File: config.mk
export PLATFORM = sky130hd
export DESIGN_NAME = rrs_core
export DESIGN_NICKNAME = d
export VERILOG_FILES = /design/src/logic/rrs_pkg.sv /design/src/logic/rrs_alu.sv /design/src/logic/rrs_core.sv /design/src/logic/rrs_regfile.sv
export VERILOG_INCLUDE_DIRS = /design/src /design/src/logic
export SDC_FILE = /design/constraint.sdc
export NUM_CORES = 1
export LEC_CHECK = 0
export BUFFER_PORTS_ARGS = -buffer_cell sky130_fd_sc_hd__buf_2
export CAP_MARGIN = 20
export CORE_ASPECT_RATIO = 0.8
export CORE_MARGIN = 2
export CORE_UTILIZATION = 45
export CTS_CLUSTER_SIZE = 40
export DETAILED_ROUTE_END_ITERATION = 8
export PLACE_DENSITY_LB_ADDON = 0.05
export SYNTH_ARGS = -nofsm -noshare
export SYNTH_HDL_FRONTEND = slang
export SYNTH_SLANG_ARGS = --single-unit
File: constraint.sdc
create_clock -name I_CLK -period 8.39 [get_ports I_CLK]
set_input_delay 0.4195 -clock I_CLK [delete_from_list [all_inputs] [get_ports I_CLK]]
set_output_delay 0.4195 -clock I_CLK [all_outputs]
set_load 0.01 [all_outputs]
File: src/logic/rrs_defines.svh
// register offsets, field positions and reset values of the rotate/subtract/return block
`ifndef RRS_DEFINES_SVH
`define RRS_DEFINES_SVH

`define RRS_ADR_CTRL      8'h00
`define RRS_ADR_ACC       8'h04
`define RRS_ADR_STAT      8'h08
`define RRS_ADR_PC        8'h0C
`define RRS_ADR_STACK     8'h10
`define RRS_ADR_FADDR     8'h14
`define RRS_ADR_FDATA     8'h18

`define RRS_CTRL_OP_LSB   0
`define RRS_CTRL_D_BIT    2
`define RRS_CTRL_F_LSB    8
`define RRS_CTRL_GO_BIT   31

`define RRS_ACC_RST       8'h00
`define RRS_PC_RST        13'h0000
`define RRS_STAT_RST      3'h0
`define RRS_SEL_ALL       4'hF

`endif

File: src/logic/rrs_pkg.sv
// types shared by the rotate/subtract/return block
package rrs_pkg;

    typedef enum logic [1:0] {
        RRS_RETURN_OP            = 2'h0,
        RRS_ROTATE_LEFT_OP       = 2'h1,
        RRS_ROTATE_RIGHT_OP      = 2'h2,
        RRS_SUBTRACT_ACC_FROM_REG_OP = 2'h3
    } rrs_op_t;

    typedef enum logic [4:0] {
        S_IDLE = 5'h01,
        S_READ = 5'h02,
        S_EXEC = 5'h04,
        S_RET1 = 5'h08,
        S_RET2 = 5'h10
    } rrs_state_t;

    typedef struct packed {
        logic zero_bit;
        logic nibble_borrow_bit;
        logic ovf_bit;
    } rrs_flags_t;

    typedef struct packed {
        logic [7:0] res;
        rrs_flags_t fl;
    } rrs_alu_out_t;

    typedef struct packed {
        logic        cyc;
        logic        stb;
        logic        we;
        logic [7:0]  adr;
        logic [3:0]  sel;
        logic [31:0] dat;
    } rrs_wb_req_t;

    typedef struct packed {
        logic        ack;
        logic [31:0] dat;
    } rrs_wb_rsp_t;

endpackage

File: src/logic/rrs_alu.sv
// rotate-through-overflow and subtract datapath
`timescale 1ns/100ps
`default_nettype none
module rrs_alu (
    input  wire rrs_pkg::rrs_op_t     i_op,  // operation
    input  wire logic [7:0]           i_reg, // addressed register value
    input  wire logic [7:0]           i_acc, // accumulator
    input  wire rrs_pkg::rrs_flags_t  i_fl,  // old status bits
    output var  rrs_pkg::rrs_alu_out_t o_out // result and new status bits
);
    import rrs_pkg::*;

    logic [8:0] diff9;
    logic [4:0] nib5;

    always_comb
    begin
        // two's complement: reg + ~acc + 1, carry out means no borrow
        diff9 = {1'b0, i_reg} + {1'b0, ~i_acc} + 9'h001;      // [RULE7]
        nib5  = {1'b0, i_reg[3:0]} + {1'b0, ~i_acc[3:0]} + 5'h01;
        o_out.res = i_reg;
        o_out.fl  = i_fl;
        case (i_op)
            RRS_ROTATE_LEFT_OP:
            begin
                o_out.res        = {i_reg[6:0], i_fl.ovf_bit}; // [RULE3]
                o_out.fl.ovf_bit = i_reg[7];
            end
            RRS_ROTATE_RIGHT_OP:
            begin
                o_out.res        = {i_fl.ovf_bit, i_reg[7:1]}; // [RULE4]
                o_out.fl.ovf_bit = i_reg[0];
            end
            RRS_SUBTRACT_ACC_FROM_REG_OP:
            begin
                o_out.res                  = diff9[7:0];
                o_out.fl.ovf_bit           = diff9[8];        // [RULE8]
                o_out.fl.nibble_borrow_bit = nib5[4];         // [RULE8]
                o_out.fl.zero_bit          = (diff9[7:0] == 8'h00); // [RULE8]
            end
            default:
            begin
                o_out.res = i_reg;
            end
        endcase
    end
endmodule
`default_nettype wire

File: src/logic/rrs_core.sv
// return/rotate/subtract execution unit with a classic Wishbone register slave
`timescale 1ns/100ps
`default_nettype none
`include "rrs_defines.svh"

//Contract
// RULE1: A return pops the stack and loads the popped top entry into the PC, leaving status alone.
// RULE2: A return occupies two instruction cycles, the second being a discarded fetch.
// RULE3: Rotate left moves the old overflow bit into bit 0 and old bit 7 into the overflow bit only.
// RULE4: Rotate right moves the old overflow bit into bit 7 and old bit 0 into the overflow bit only.
// RULE5: Rotate and subtract results go to the accumulator when the target bit is 0, else to the register.
// RULE6: The register index is a 7-bit field for 0 to 127 and the target select is one bit.
// RULE7: Subtract computes register minus accumulator by adding the negated accumulator.
// RULE8: Subtract sets overflow when acc <= reg, nibble borrow when acc low nibble <= reg's, zero on 0.
module rrs_core #(
    parameter int STACK_DEPTH = 8
) (
    input  wire logic                I_CLK,    // core clock, 50 MHz
    input  wire logic                I_RESETN, // synchronous reset, active low
    input  wire rrs_pkg::rrs_wb_req_t I_WB,    // Wishbone request
    output var  rrs_pkg::rrs_wb_rsp_t O_WB,    // Wishbone answer
    output var  logic                O_BUSY    // an operation is executing
);
    import rrs_pkg::*;

    localparam int PW = $clog2(STACK_DEPTH);

    if (STACK_DEPTH < 2 || (1 << PW) != STACK_DEPTH)
    begin : g_chk
        $error("rrs_core: STACK_DEPTH must be a power of two, at least 2");
    end

    typedef struct packed {
        rrs_state_t                   st;
        logic [STACK_DEPTH-1:0][12:0] stk;
        logic [PW-1:0]                sp;
        logic [12:0]                  pc;
        logic [7:0]                   acc;
        rrs_flags_t                   fl;
        rrs_op_t                      op;
        logic                         d;
        logic [6:0]                   fidx;
        logic [6:0]                   faddr;
        logic                         pend;
        logic                         ack;
        logic [31:0]                  dat;
    } rrs_core_t;

    rrs_core_t    q;
    rrs_core_t    n;
    rrs_alu_out_t alu;
    logic         mem_we;
    logic [6:0]   mem_addr;
    logic [7:0]   mem_wdata;
    logic [7:0]   mem_rdata;
    logic [PW-1:0] top_idx;
    logic [12:0]  top_val;
    logic         wr_ok;

    assign top_idx = q.sp - PW'(1);
    assign top_val = q.stk[top_idx];
    // partial byte-lane writes are ignored: every field spans its own lanes
    assign wr_ok   = q.pend && I_WB.we && (I_WB.sel == `RRS_SEL_ALL);

    rrs_regfile #(
        .AW (7),
        .DW (8)
    ) u_rf (
        .i_clk   (I_CLK),
        .i_we    (mem_we),
        .i_addr  (mem_addr),
        .i_wdata (mem_wdata),
        .o_rdata (mem_rdata)
    );

    rrs_alu u_alu (
        .i_op  (q.op),
        .i_reg (mem_rdata),
        .i_acc (q.acc),
        .i_fl  (q.fl),
        .o_out (alu)
    );

    always_comb
    begin
        n         = q;
        mem_we    = 1'b0;
        mem_addr  = q.faddr;
        mem_wdata = I_WB.dat[7:0];
        n.ack     = 1'b0;
        // bus only served while idle, so it never fights the datapath for memory
        n.pend    = I_WB.cyc && I_WB.stb && !q.pend && !q.ack && (q.st == S_IDLE);

        if (q.pend)
        begin
            n.ack = 1'b1;
            n.dat = 32'h0000_0000;
            if (I_WB.adr == `RRS_ADR_CTRL)
            begin
                n.dat[`RRS_CTRL_OP_LSB +: 2] = q.op;
                n.dat[`RRS_CTRL_D_BIT]       = q.d;
                n.dat[`RRS_CTRL_F_LSB +: 7]  = q.fidx;
            end
            else if (I_WB.adr == `RRS_ADR_ACC)
            begin
                n.dat[7:0] = q.acc;
            end
            else if (I_WB.adr == `RRS_ADR_STAT)
            begin
                n.dat[2:0] = q.fl;
            end
            else if (I_WB.adr == `RRS_ADR_PC)
            begin
                n.dat[12:0] = q.pc;
            end
            else if (I_WB.adr == `RRS_ADR_STACK)
            begin
                n.dat[PW-1:0] = q.sp;
            end
            else if (I_WB.adr == `RRS_ADR_FADDR)
            begin
                n.dat[6:0] = q.faddr;
            end
            else if (I_WB.adr == `RRS_ADR_FDATA)
            begin
                n.dat[7:0] = mem_rdata;
            end
        end

        if (wr_ok)
        begin
            if (I_WB.adr == `RRS_ADR_CTRL)
            begin
                n.op   = rrs_op_t'(I_WB.dat[`RRS_CTRL_OP_LSB +: 2]);
                n.d    = I_WB.dat[`RRS_CTRL_D_BIT];
                n.fidx = I_WB.dat[`RRS_CTRL_F_LSB +: 7]; // [RULE6]
                if (I_WB.dat[`RRS_CTRL_GO_BIT])
                begin
                    if (rrs_op_t'(I_WB.dat[`RRS_CTRL_OP_LSB +: 2]) == RRS_RETURN_OP)
                    begin
                        n.st = S_RET1;
                    end
                    else
                    begin
                        n.st = S_READ;
                    end
                end
            end
            else if (I_WB.adr == `RRS_ADR_ACC)
            begin
                n.acc = I_WB.dat[7:0];
            end
            else if (I_WB.adr == `RRS_ADR_STAT)
            begin
                n.fl = rrs_flags_t'(I_WB.dat[2:0]);
            end
            else if (I_WB.adr == `RRS_ADR_PC)
            begin
                n.pc = I_WB.dat[12:0];
            end
            else if (I_WB.adr == `RRS_ADR_STACK)
            begin
                // circular stack: a push past the depth overwrites the oldest
                n.stk[q.sp] = I_WB.dat[12:0];
                n.sp        = q.sp + PW'(1);
            end
            else if (I_WB.adr == `RRS_ADR_FADDR)
            begin
                n.faddr = I_WB.dat[6:0];
            end
            else if (I_WB.adr == `RRS_ADR_FDATA)
            begin
                mem_we = 1'b1;
            end
        end

        case (q.st)
            S_IDLE:
            begin
                n.st = n.st;
            end
            S_READ:
            begin
                mem_addr = q.fidx;                       // [RULE6]
                n.st     = S_EXEC;
            end
            S_EXEC:
            begin
                mem_addr = q.fidx;
                n.fl     = alu.fl;                       // [RULE8]
                if (q.d)
                begin
                    mem_we    = 1'b1;                    // [RULE5]
                    mem_wdata = alu.res;
                end
                else
                begin
                    n.acc = alu.res;                     // [RULE5]
                end
                n.st = S_IDLE;
            end
            S_RET1:
            begin
                n.pc = top_val;                          // [RULE1]
                n.sp = top_idx;
                n.st = S_RET2;                           // [RULE2]
            end
            S_RET2:
            begin
                // slot of the fetch that is thrown away after the reload
                n.st = S_IDLE;                           // [RULE2]
            end
            default:
            begin
                n.st = S_IDLE;
            end
        endcase
    end

    always_ff @(posedge I_CLK)
    begin
        if (!I_RESETN)
        begin
            q     <= '0;
            q.st  <= S_IDLE;
            q.acc <= `RRS_ACC_RST;
            q.pc  <= `RRS_PC_RST;
            q.fl  <= `RRS_STAT_RST;
        end
        else
        begin
            q <= n;
        end
    end

    assign O_WB   = '{ack: q.ack, dat: q.dat};
    assign O_BUSY = (q.st != S_IDLE);

    // checker helpers
    logic [8:0]  rl_exp;
    logic [8:0]  rr_exp;
    logic [7:0]  sub_diff;
    logic [10:0] sub_exp;

    assign rl_exp   = {mem_rdata, q.fl.ovf_bit};
    assign rr_exp   = {q.fl.ovf_bit, mem_rdata};
    assign sub_diff = mem_rdata - q.acc;
    assign sub_exp  = {(sub_diff == 8'h00), (q.acc[3:0] <= mem_rdata[3:0]),
                       (q.acc <= mem_rdata), sub_diff};
endmodule
`default_nettype wire

File: src/logic/rrs_regfile.sv
// file register memory with registered read data
`timescale 1ns/100ps
`default_nettype none
module rrs_regfile #(
    parameter int AW = 7,
    parameter int DW = 8
) (
    input  wire logic          i_clk,   // core clock
    input  wire logic          i_we,    // write strobe
    input  wire logic [AW-1:0] i_addr,  // word index
    input  wire logic [DW-1:0] i_wdata, // write data
    output var  logic [DW-1:0] o_rdata  // data of last cycle's address
);
    logic [DW-1:0] mem [0:(1<<AW)-1];

    if (AW < 1 || DW < 1)
    begin : g_chk
        $error("rrs_regfile: bad geometry");
    end

    // write-first is not needed: data read in a write cycle is never used
    always_ff @(posedge i_clk)
    begin
        if (i_we)
        begin
            mem[i_addr] <= i_wdata;
        end
        o_rdata <= mem[i_addr];
    end
endmodule
`default_nettype wire

; ---- Word level (Yosys, flattened, before mapping)
; Memory sizes are Yosys's and may differ from the RTL's. A register that Yosys moved wholly into a read port is not among the register bits.
; Cells that the tools add are included.
; Widths: inputs -> output; s select.
[totals]
ff_bits = 170
ramBits = 1024
output_inout_bits = 34
elab_cells = 167
memories = 1
[op_classes]
addsub = 6
n_lt_le_gt_ge = 3
eq_ne = 26
mux = 76
bitwise = 7
n_reduce_logical = 26
[mem_list]
columns = memory, words, width, read_ports, rd_ports_with_merged_regs, wr, line_no
row1 = u_rf.mem, 128, 8, 1, 1, 1, rrs_regfile.sv:14  ; logic [DW-1:0] mem [0:(1<<AW)-1];
[op_table]
columns = cell, n
row1 = $mux 120, 2
row2 = $mux 107, 2
row3 = $mux 153, 1
row4 = $mux 131, 1
row5 = $mux 8, 14
row6 = $bwmux 104, 1
row7 = $mux 7, 14
row8 = $bmux 13 s3, 1
row9 = $demux 13 s3, 1
row10 = $mux 13, 3
row11 = $mux 5, 7
row12 = $mux 33, 1
row13 = $eq 8x5->1 const B, 3
row14 = $pmux 8 s3, 1
row15 = $mux 10, 2
row16 = $eq 8x4->1 const B, 2
row17 = $logic_not 8->1, 2
row18 = $mux 16, 1
row19 = $ne 2x1->1 const B, 8
row20 = $mux 3, 5
row21 = $pmux 5 s3, 1
row22 = $reduce_and 5->1, 3
row23 = $mux 1, 13
row24 = $reduce_and 6->1, 2
row25 = 34 further kinds, 53

; ---- Logic depth before layout (Yosys ltp)
; Gate-level depths: netlist of the first run.
[logic_depth]
depth_word = 22
depth_mapped = 13
mapped_depth_nobuf = 12

; ---- By module
; Synthesis of the first run repeated with hierarchy kept, for this count alone.
[unflattened]
cells_unflattened = 3411
area_unflattened_um2 = 49439.9
[by_module_without_submodules]
columns = module, instances, cells_each, area_each_um2, seq_area_each_um2
row1 = rrs_regfile, 1, 2475, 40433.8, 30909.6
row2 = rrs_core, 1, 858, 8325.5, 3403.3
row3 = rrs_alu, 1, 78, 680.7, 0.0

; ---- Least setup slack after synthesis of the first run
; OpenSTA, ideal clock, no wires.
[synth_timing]
path_type = reg-to-reg
startpoint = register q[186] (netlist bit)
endpoint = memory u_rf.mem[0][1], data pin
setup_ns = 1.197
t_arrival_ns = 6.971
required_ns = 7.193
setup_slack_ns = 0.222
stages_incl_launch_ff = 9
path_cell_list = dfxtp_1 -> or3_1 -> buf_6 -> buf_6 -> buf_2 -> nor3b_1 -> nand2_1 -> clkbuf_1 -> o21ai_0
[synth_between]
elab_chain_len = 2
[synth_rtl]
columns = element, line_no
row1 = from (decl), rrs_core.sv:49  ; rrs_core_t q;
row2 = from (signal assigned), rrs_core.sv:232  ; q <= n;
row3 = $eq 5x3->1, rrs_core.sv:177  ; case (q.st)
row4 = $mux 8, rrs_core.sv:177
row5 = via mem_wdata[1], rrs_core.sv:54  ; logic [7:0] mem_wdata;
row6 = to (decl), rrs_regfile.sv:14
; The timed path passes the listed nets, and every way through them passes these cells.

; ---- Worst setup path after layout of the first run
[layout_timing]
startpoint = register q[182] (netlist bit)
endpoint = memory u_rf.mem[28][4] (enable)
[layout_between]
elab_chain_len = 4
[layout_rtl]
columns = element, line_no
row1 = $eq 5x3->1, rrs_core.sv:177
row2 = $mux 1, rrs_core.sv:177
row3 = $mux 1, rrs_regfile.sv:24  ; if (i_we)
row4 = $mux 1 (not written as such), rrs_regfile.sv:26  ; mem[i_addr] <= i_wdata;
; Parallel ways exist; a longest one is shown, timed or not.

==> metrics.md, run 1 <==
| Metric | Value |
|---|---|
| Status | `finished, final reports clean` |
| Top-Level Pins | `83` |
| Power density normalized to cell area | `221 nW/um2` |
| Period Utilization, post-route | `0.655` |
| DIE AREA | `110,000 um2` |
| Total Wirelength | `148 mm` |
| Die X-Extent | `370 um` |
| Crit Path Max Fanout | `28` |
| Peak supply drop | `186 uV` |
| Leakage | `17.0 nW` |
| Overall via count from detail_route | `30,610` |
| Crit path DAT | `5.82 ns` |
| Nature of the critical path endpoint | `flip-flop` |
| Number of synthesized flops with an enable pin | `1,024` |
| Number of antenna violations at the first check in global routing | `4` |
| Unique cell type count in the Yosys netlist | `81` |
| Floorplan Core Area | `106,000 um2` |
| Worst max-slew margin expressed relative to the limit | `0.233` |
| Clk Tree Root Cell | `sky130_fd_sc_hd__clkbuf_16` |
| Sequential share of the synthesized area | `0.713` |
| Pre-Repair DR Iteration Count | `8` |
| Synthesis Warnings | `0` |
| Area growth from synthesis to layout | `11.1%` |
| Met3 layer wire length in the routed design | `13.6 mm` |
| Number of pins with negative max-slew slack in the final report | `0` |
| Final weighted congestion in routability-driven placement | `0.856` |
| Later-pin clock latency in the skew report | `0.74 ns` |
| Std-Cell Rows | `107` |
| Post-detailed-route via-to-cell ratio | `6.29` |
| Count of clock tree sinks | `1,202` |
| Final core area utilization | `0.503` |
| Iteration-0 DRC Markers | `3,949` |
| Maximum level of the CTS H-tree | `3` |
| Async set-or-reset flop fraction in the synthesized netlist | `0` |
| Non-filler instance count after layout | `4,870` |
| # placed instances | `4,636` |
| Bufs on Longest Clock Path | `3` |
| Gate count after technology mapping | `3,366` |
| Number of post-CTS setup repair buffers | `0` |
| Final antenna-violating net count | `0` |
| Detail Placement HPWL | `87.0 mm` |
| Clock tree from TritonCTS | `yes` |
| Met1 wire length | `63.9 mm` |
| Worst setup path category | `reg -> reg` |
| Skew final | `0.0313 ns` |
| Critical Path Source Type | `flip-flop` |
| Height of the chip | `297 um` |
| Worst-margin pin slew | `1.15 ns` |
| Pin count of the biggest net entering global routing | `119` |
| Number of nets at the end of the flow | `3,411` |
| Fraction of final layout cells sized beyond drive strength 1 | `0.112` |
| Unrepaired setup endpoints after global routing | `false` |
| Routed length on met2 | `66.1 mm` |
| Required arrival time at the worst endpoint | `8.71 ns` |
| Clk pin slew, worst setup/hold paths | `0.06 ns` |
| First-pass GRT wire length | `211 mm` |
| Syn Std Cell Area | `48,100 um2` |
| Overall Global Routing Usage | `0.268` |
| Maximum achievable frequency | `182 MHz` |
| Final critical path time including I/O delays and setup | `5.50 ns` |
| Total of buffers placed on input and output ports | `49` |
| Final setup fails | `0` |
| Total overflow reported by the global router | `0` |
| Max_cap viols | `0` |
| Highest metal layer with signal wires | `met4` |
| Path type of the worst min-delay path | `in -> reg` |
| Initial standard-cell utilization of the core | `0.453` |
| Vias in the first global route | `29,771` |
| Average size of a mapped cell | `14.3 um2` |
| Most used flip-flop cell after synthesis | `sky130_fd_sc_hd__edfxtp_1` |
| Synthesized flop and latch total | `1,202` |
| Total power of the final layout | `0.0118 W` |
| Number of design rule violations left after detail routing | `0` |
| Number of buffers added by the clock tree synthesis step | `118` |
| Standard cell area after detailed placement | `49,600 um2` |
| Setup Total Neg Slack | `0 ns` |
| Hold Fails Final Rpt | `0` |
| DR WL/cell | `30.3 um` |
| Post-route cell area | `53,500 um2` |
-- cell usage in the layout, fill, tap and decap left out, types with 10 or more instances in the layout --
cell type                   instances
sky130_fd_sc_hd__nand2b_1          24
sky130_fd_sc_hd__ha_1              11
sky130_fd_sc_hd__inv_1             18
sky130_fd_sc_hd__dfxtp_1          177
sky130_fd_sc_hd__a222oi_1          49
sky130_fd_sc_hd__clkbuf_1          34
sky130_fd_sc_hd__edfxtp_1        1024
sky130_fd_sc_hd__clkinv_2          23
sky130_fd_sc_hd__a31oi_1           16
sky130_fd_sc_hd__a22o_1           156
sky130_fd_sc_hd__o21ai_1           12
sky130_fd_sc_hd__a21boi_0         111
sky130_fd_sc_hd__mux2i_1           38
sky130_fd_sc_hd__and3_1            15
sky130_fd_sc_hd__nand3_1           41
sky130_fd_sc_hd__mux2_2            10
sky130_fd_sc_hd__nor3_1            23
sky130_fd_sc_hd__nor4_1            63
sky130_fd_sc_hd__o22ai_1           12
sky130_fd_sc_hd__a21oi_1           52
sky130_fd_sc_hd__clkinv_1          30
sky130_fd_sc_hd__buf_4             76
sky130_fd_sc_hd__a211oi_1          15
sky130_fd_sc_hd__conb_1            17
sky130_fd_sc_hd__a221oi_1          52
sky130_fd_sc_hd__nor2_1           158
sky130_fd_sc_hd__nand2_1          312
sky130_fd_sc_hd__nor2b_1           15
sky130_fd_sc_hd__buf_2             48
sky130_fd_sc_hd__clkbuf_16        121
sky130_fd_sc_hd__a311oi_1          18
sky130_fd_sc_hd__mux4_2            33
sky130_fd_sc_hd__a22oi_1           96
sky130_fd_sc_hd__o21ai_0          273
sky130_fd_sc_hd__o211a_1           34
sky130_fd_sc_hd__nand4_1           77
-- through the flow --
stage          setup WS (ns)  hold WS (ns)
2_1_floorplan          0.222         0.397
3_3_place_gp            3.11         0.405
3_5_place_dp            2.97         0.407
4_1_cts                 2.96        0.0522
5_1_grt                 2.62        0.0830
6_report                2.89        0.0915
-- state kept, by name (all words and copies together) (netlist names), named ones only --
name and cells:
u_rf.o_rdata 8, q 50, u_rf.mem 1024, O_WB 16
-- where the power goes --
part	switching, W	internal (W)	total [W]
sequential	0.00000326	0.00648	0.00648
combinational	0.000127	0.0000282	0.000156
clock	0.00226	0.00292	0.00518
-- kinds of logic (layout without fill, tap and decap cells) --
kind of cell / Yosys count / count (layout) / synth area share
DFF: 1202 / 1202 / 0.713
AOI/OAI and AO/OA: 962 / 962 / 0.143
and+or+nand+nor: 783 / 783 / 0.0785
buffers and inverters: 307 / 377 / 0.0321
muxes: 89 / 89 / 0.0275
adders and majority gates: 12 / 12 / 0.00328
xor gates and xnor gates: 10 / 10 / 0.00221
other: 1 / 18 / 0.0000779
-- cell usage after synthesis (52+ instances only) --
master	number	share of area
sky130_fd_sc_hd__a21oi_1	52	0.0054
sky130_fd_sc_hd__a22oi_1	96	0.015
sky130_fd_sc_hd__a21boi_0	111	0.017
sky130_fd_sc_hd__a221oi_1	52	0.0095
sky130_fd_sc_hd__nor2_1	158	0.012
sky130_fd_sc_hd__nor4_1	64	0.0083
sky130_fd_sc_hd__o21ai_0	275	0.029
sky130_fd_sc_hd__a22o_1	156	0.028
sky130_fd_sc_hd__dfxtp_1	178	0.074
sky130_fd_sc_hd__nand2_1	312	0.024
sky130_fd_sc_hd__buf_4	60	0.0094
sky130_fd_sc_hd__nand4_1	77	0.010
sky130_fd_sc_hd__edfxtp_1	1024	0.64
sky130_fd_sc_hd__clkbuf_1	142	0.011
sky130_fd_sc_hd__buf_2	72	0.0075
-- critical path: stages, from the launching register on --
cell and delay, ns:
sky130_fd_sc_hd__dfxtp_1 0.35, sky130_fd_sc_hd__or3_1 0.35, sky130_fd_sc_hd__buf_4 0.28, sky130_fd_sc_hd__nor3b_1 0.79, sky130_fd_sc_hd__nand2_1 0.70, sky130_fd_sc_hd__nand2_1 0.70
sky130_fd_sc_hd__nand2_1 0.68, sky130_fd_sc_hd__buf_4 0.44, sky130_fd_sc_hd__nor2_1 0.79
-- path summary, 6_finish.rpt --
| check | start | endpoint | slack (ns) | cells after the start |
|---|---|---|---|---|
| worst min-delay path | I_WB[9] | flip-flop | 0.09 | 3 |
| worst max register to register | q[182] | u_rf.mem[28][4] | 2.89 | 8 |
| worst max-delay path | q[182] | u_rf.mem[28][4] | 2.89 | 8 |
| worst min register to register | O_WB[32] | q[33] | 0.43 | 1 |
-- layout make-up --
cell class,count,area [um2]
fill,8970,52800
antenna,1,2.50
timing repair buffer,135,987
inverter,20,75.1
sequential,1202,34300
multi-input combinational,1873,12600
clock inverter,67,596
clock buffer,155,3160
tap,1417,1770
-- per-layer routing --
layer | vias up | GRT usage
li1 | 13198 | -
met1 | 15665 | 0.393
met2 | 1501 | 0.410
met3 | 246 | 0.0487
met4 | 0 | 0.0768
met5 | - | 0
-- timing repair --
item,in CTS,in global routing
gates resized for setup,0,0
hold buffers,5,0
setup endpoints to repair,0,0
endpoints found under the hold margin,5,0
Note: power is estimated with default switching activity, not from simulation.
==> run 2: changes to the inputs <==
==> constraint.sdc (replaced) <==
create_clock -name I_CLK -period 5.6 [get_ports I_CLK]
set_input_delay 0.28 -clock I_CLK [delete_from_list [all_inputs] [get_ports I_CLK]]
set_output_delay 0.28 -clock I_CLK [all_outputs]
set_load 0.01 [all_outputs]
==> metrics.md, run 2 (synthesis results as in run 1) <==
| Metric | Value |
|---|---|
| Hold Fails Final Rpt | `0` |
| Pin count of the biggest net entering global routing | `95` |
| Skew final | `0.0303 ns` |
| Setup slack after placement | `1.12 ns` |
| Worst reg2reg startpoint | `q[183]` |
| Crit path DAT | `5.25 ns` |
| Height of the chip | `297 um` |
| Status | `finished, final reports clean` |
| Non-filler instance count after layout | `4,953` |
| Peak supply drop | `255 uV` |
| Overall via count from detail_route | `31,052` |
| Final setup fails | `0` |
| Most common cell after layout, fill and taps aside | `sky130_fd_sc_hd__edfxtp_1` |
| Post-CTS resize count | `0` |
| Power density normalized to cell area | `331 nW/um2` |
| DIE AREA | `110,000 um2` |
| Pre-Repair DR Iteration Count | `9` |
| # placed instances | `4,704` |
| Unrepaired setup endpoints after global routing | `false` |
| GRT busiest layer | `met2` |
| Crit path largest cell delay | `0.82 ns` |
| Final worst setup slack | `0.957 ns` |
| Worst setup path category | `reg -> reg` |
| Critical Path Start | `q[183]` |
| Number of buffers added by the clock tree synthesis step | `118` |
| Crit Path Max Fanout | `27` |
| Die X-Extent | `370 um` |
| Overall Global Routing Usage | `0.273` |
| Bufs on Longest Clock Path | `3` |
| Later-pin clock latency in the skew report | `0.75 ns` |
| Top-Level Pins | `83` |
| Final critical path time including I/O delays and setup | `4.64 ns` |
| Count of clock tree sinks | `1,202` |
| Number of design rule violations left after detail routing | `0` |
| Std-Cell Rows | `107` |
| Path type of the worst min-delay path | `in -> reg` |
| Final weighted congestion in routability-driven placement | `0.885` |
| DR WL/cell | `30.5 um` |
| Number of nets at the end of the flow | `3,493` |
| Critical path's slowest cell | `sky130_fd_sc_hd__mux2_2` |
| Vias in the first global route | `30,296` |
| Floorplan Core Area | `106,000 um2` |
| Global-route track usage on met3 | `0.0678` |
| Total Wirelength | `151 mm` |
| Total overflow reported by the global router | `0` |
| Register with the highest flop count | `u_rf.mem` |
| Critical Path Source Type | `flip-flop` |
| Global routing usage on met2 | `0.417` |
| Number of antenna violations at the first check in global routing | `5` |
| Area growth from synthesis to layout | `12.9%` |
| Min-Delay Startpoint | `I_WB[38]` |
| Final antenna-violating net count | `0` |
| Leakage | `17.5 nW` |
| First-pass GRT wire length | `215 mm` |
| Met1 capacity usage during global routing | `0.390` |
| Worst-margin pin slew | `1.20 ns` |
| Required arrival time at the worst endpoint | `6.21 ns` |
| Post-detailed-route via-to-cell ratio | `6.27` |
| Total of buffers placed on input and output ports | `49` |
| Worst max-slew margin expressed relative to the limit | `0.201` |
| Max reg flops | `1,024` |
| Fill cell instance count of the final layout | `8,864` |
| Detail Placement HPWL | `91.5 mm` |
| Number of pins with negative max-slew slack in the final report | `0` |
| Cell chain of the critical path | `xor2_2, buf_4, nand2_2, mux2_2, nand2_1, nor4_1, a31oi_1, a311oi_1, nor4_1` |
| Top library cells by usage in the layout, fill and taps aside | `sky130_fd_sc_hd__edfxtp_1, sky130_fd_sc_hd__nand2_1, sky130_fd_sc_hd__o21ai_0, sky130_fd_sc_hd__dfxtp_1, sky130_fd_sc_hd__nor2_1` |
| Initial standard-cell utilization of the core | `0.453` |
| Period Utilization, post-route | `0.829` |
| Max_cap viols | `0` |
| Clk pin slew, worst setup/hold paths | `0.06 ns` |
| Most common cell on crit path | `sky130_fd_sc_hd__nor4_1` |
| Maximum achievable frequency | `215 MHz` |
| Maximum level of the CTS H-tree | `3` |
| Clk Tree Root Cell | `sky130_fd_sc_hd__clkbuf_16` |
| Clock tree from TritonCTS | `yes` |
| Fraction of final layout cells sized beyond drive strength 1 | `0.133` |
| Number of post-CTS setup repair buffers | `0` |
| Nature of the critical path endpoint | `flip-flop` |
| Iteration-0 DRC Markers | `3,966` |
run 2: power by group:
group	internal (W)	total, W	switching [W]
Combinational	0.0000549	0.000251	0.000196
Sequential	0.00970	0.00970	0.00000251
Clock	0.00457	0.00804	0.00347
run 2: worst max-delay path, delay by kind of cell, from the launching register on:
kind	cells	cell delay (ns)
and+or+nand+nor	4	1.78
AOI/OAI and AO/OA	2	0.83
muxes	1	0.82
DFF	1	0.61
buffers and inverters	1	0.27
xor gates and xnor gates	1	0.17
run 2: worst paths after layout:
kind	cells after the start	endpoint	slack, ns
max	9	u_rf.o_rdata[3]	0.96
min	4	O_WB[13]	0.12
max reg2reg	9	u_rf.o_rdata[3]	0.96
min reg2reg	1	q[33]	0.45
run 2: per-stage QoR:
| stage | util | total power [W] | area [um2] | TNS [ns] | hold WS, ns |
|---|---|---|---|---|---|
| after floorplan | - | 0.0100 | 48200 | -94.88 | 0.397 |
| after global placement | 0.471 | 0.0101 | 50100 | 0 | 0.399 |
| after detailed placement | 0.472 | 0.0101 | 50100 | 0 | 0.423 |
| after CTS | 0.510 | 0.0181 | 54200 | 0 | 0.0683 |
| after global routing | 0.511 | 0.0185 | 54300 | 0 | 0.151 |
| final | 0.511 | 0.0180 | 54300 | 0 | 0.118 |
run 2: area by class of cell:
| cell class | instances | area (um2) | area share |
|---|---|---|---|
| Sequential cell | 1202 | 34300 | 0.632 |
| Clock inverter | 75 | 798 | 0.0147 |
| Clock buffer | 147 | 3130 | 0.0576 |
| Antenna cell | 2 | 5.00 | 0.0000921 |
| Tap cell | 1417 | 1770 | 0.0326 |
| Timing Repair Buffer | 217 | 1670 | 0.0308 |
| Multi-Input combinational cell | 1873 | 12600 | 0.231 |
| Inverter | 20 | 75.1 | 0.00138 |
run 2: timing repair:
action,CTS,global route
setup endpoints to repair,0,0
hold buffers,19,0
hold endpoints to repair,123,0
run 2: routing by layer:
layer / part of all wire / routed length (um)
met1: 0.43 / 64900
met2: 0.45 / 67800
met3: 0.095 / 14300
met4: 0.025 / 3770
met5: 0.00048 / 73
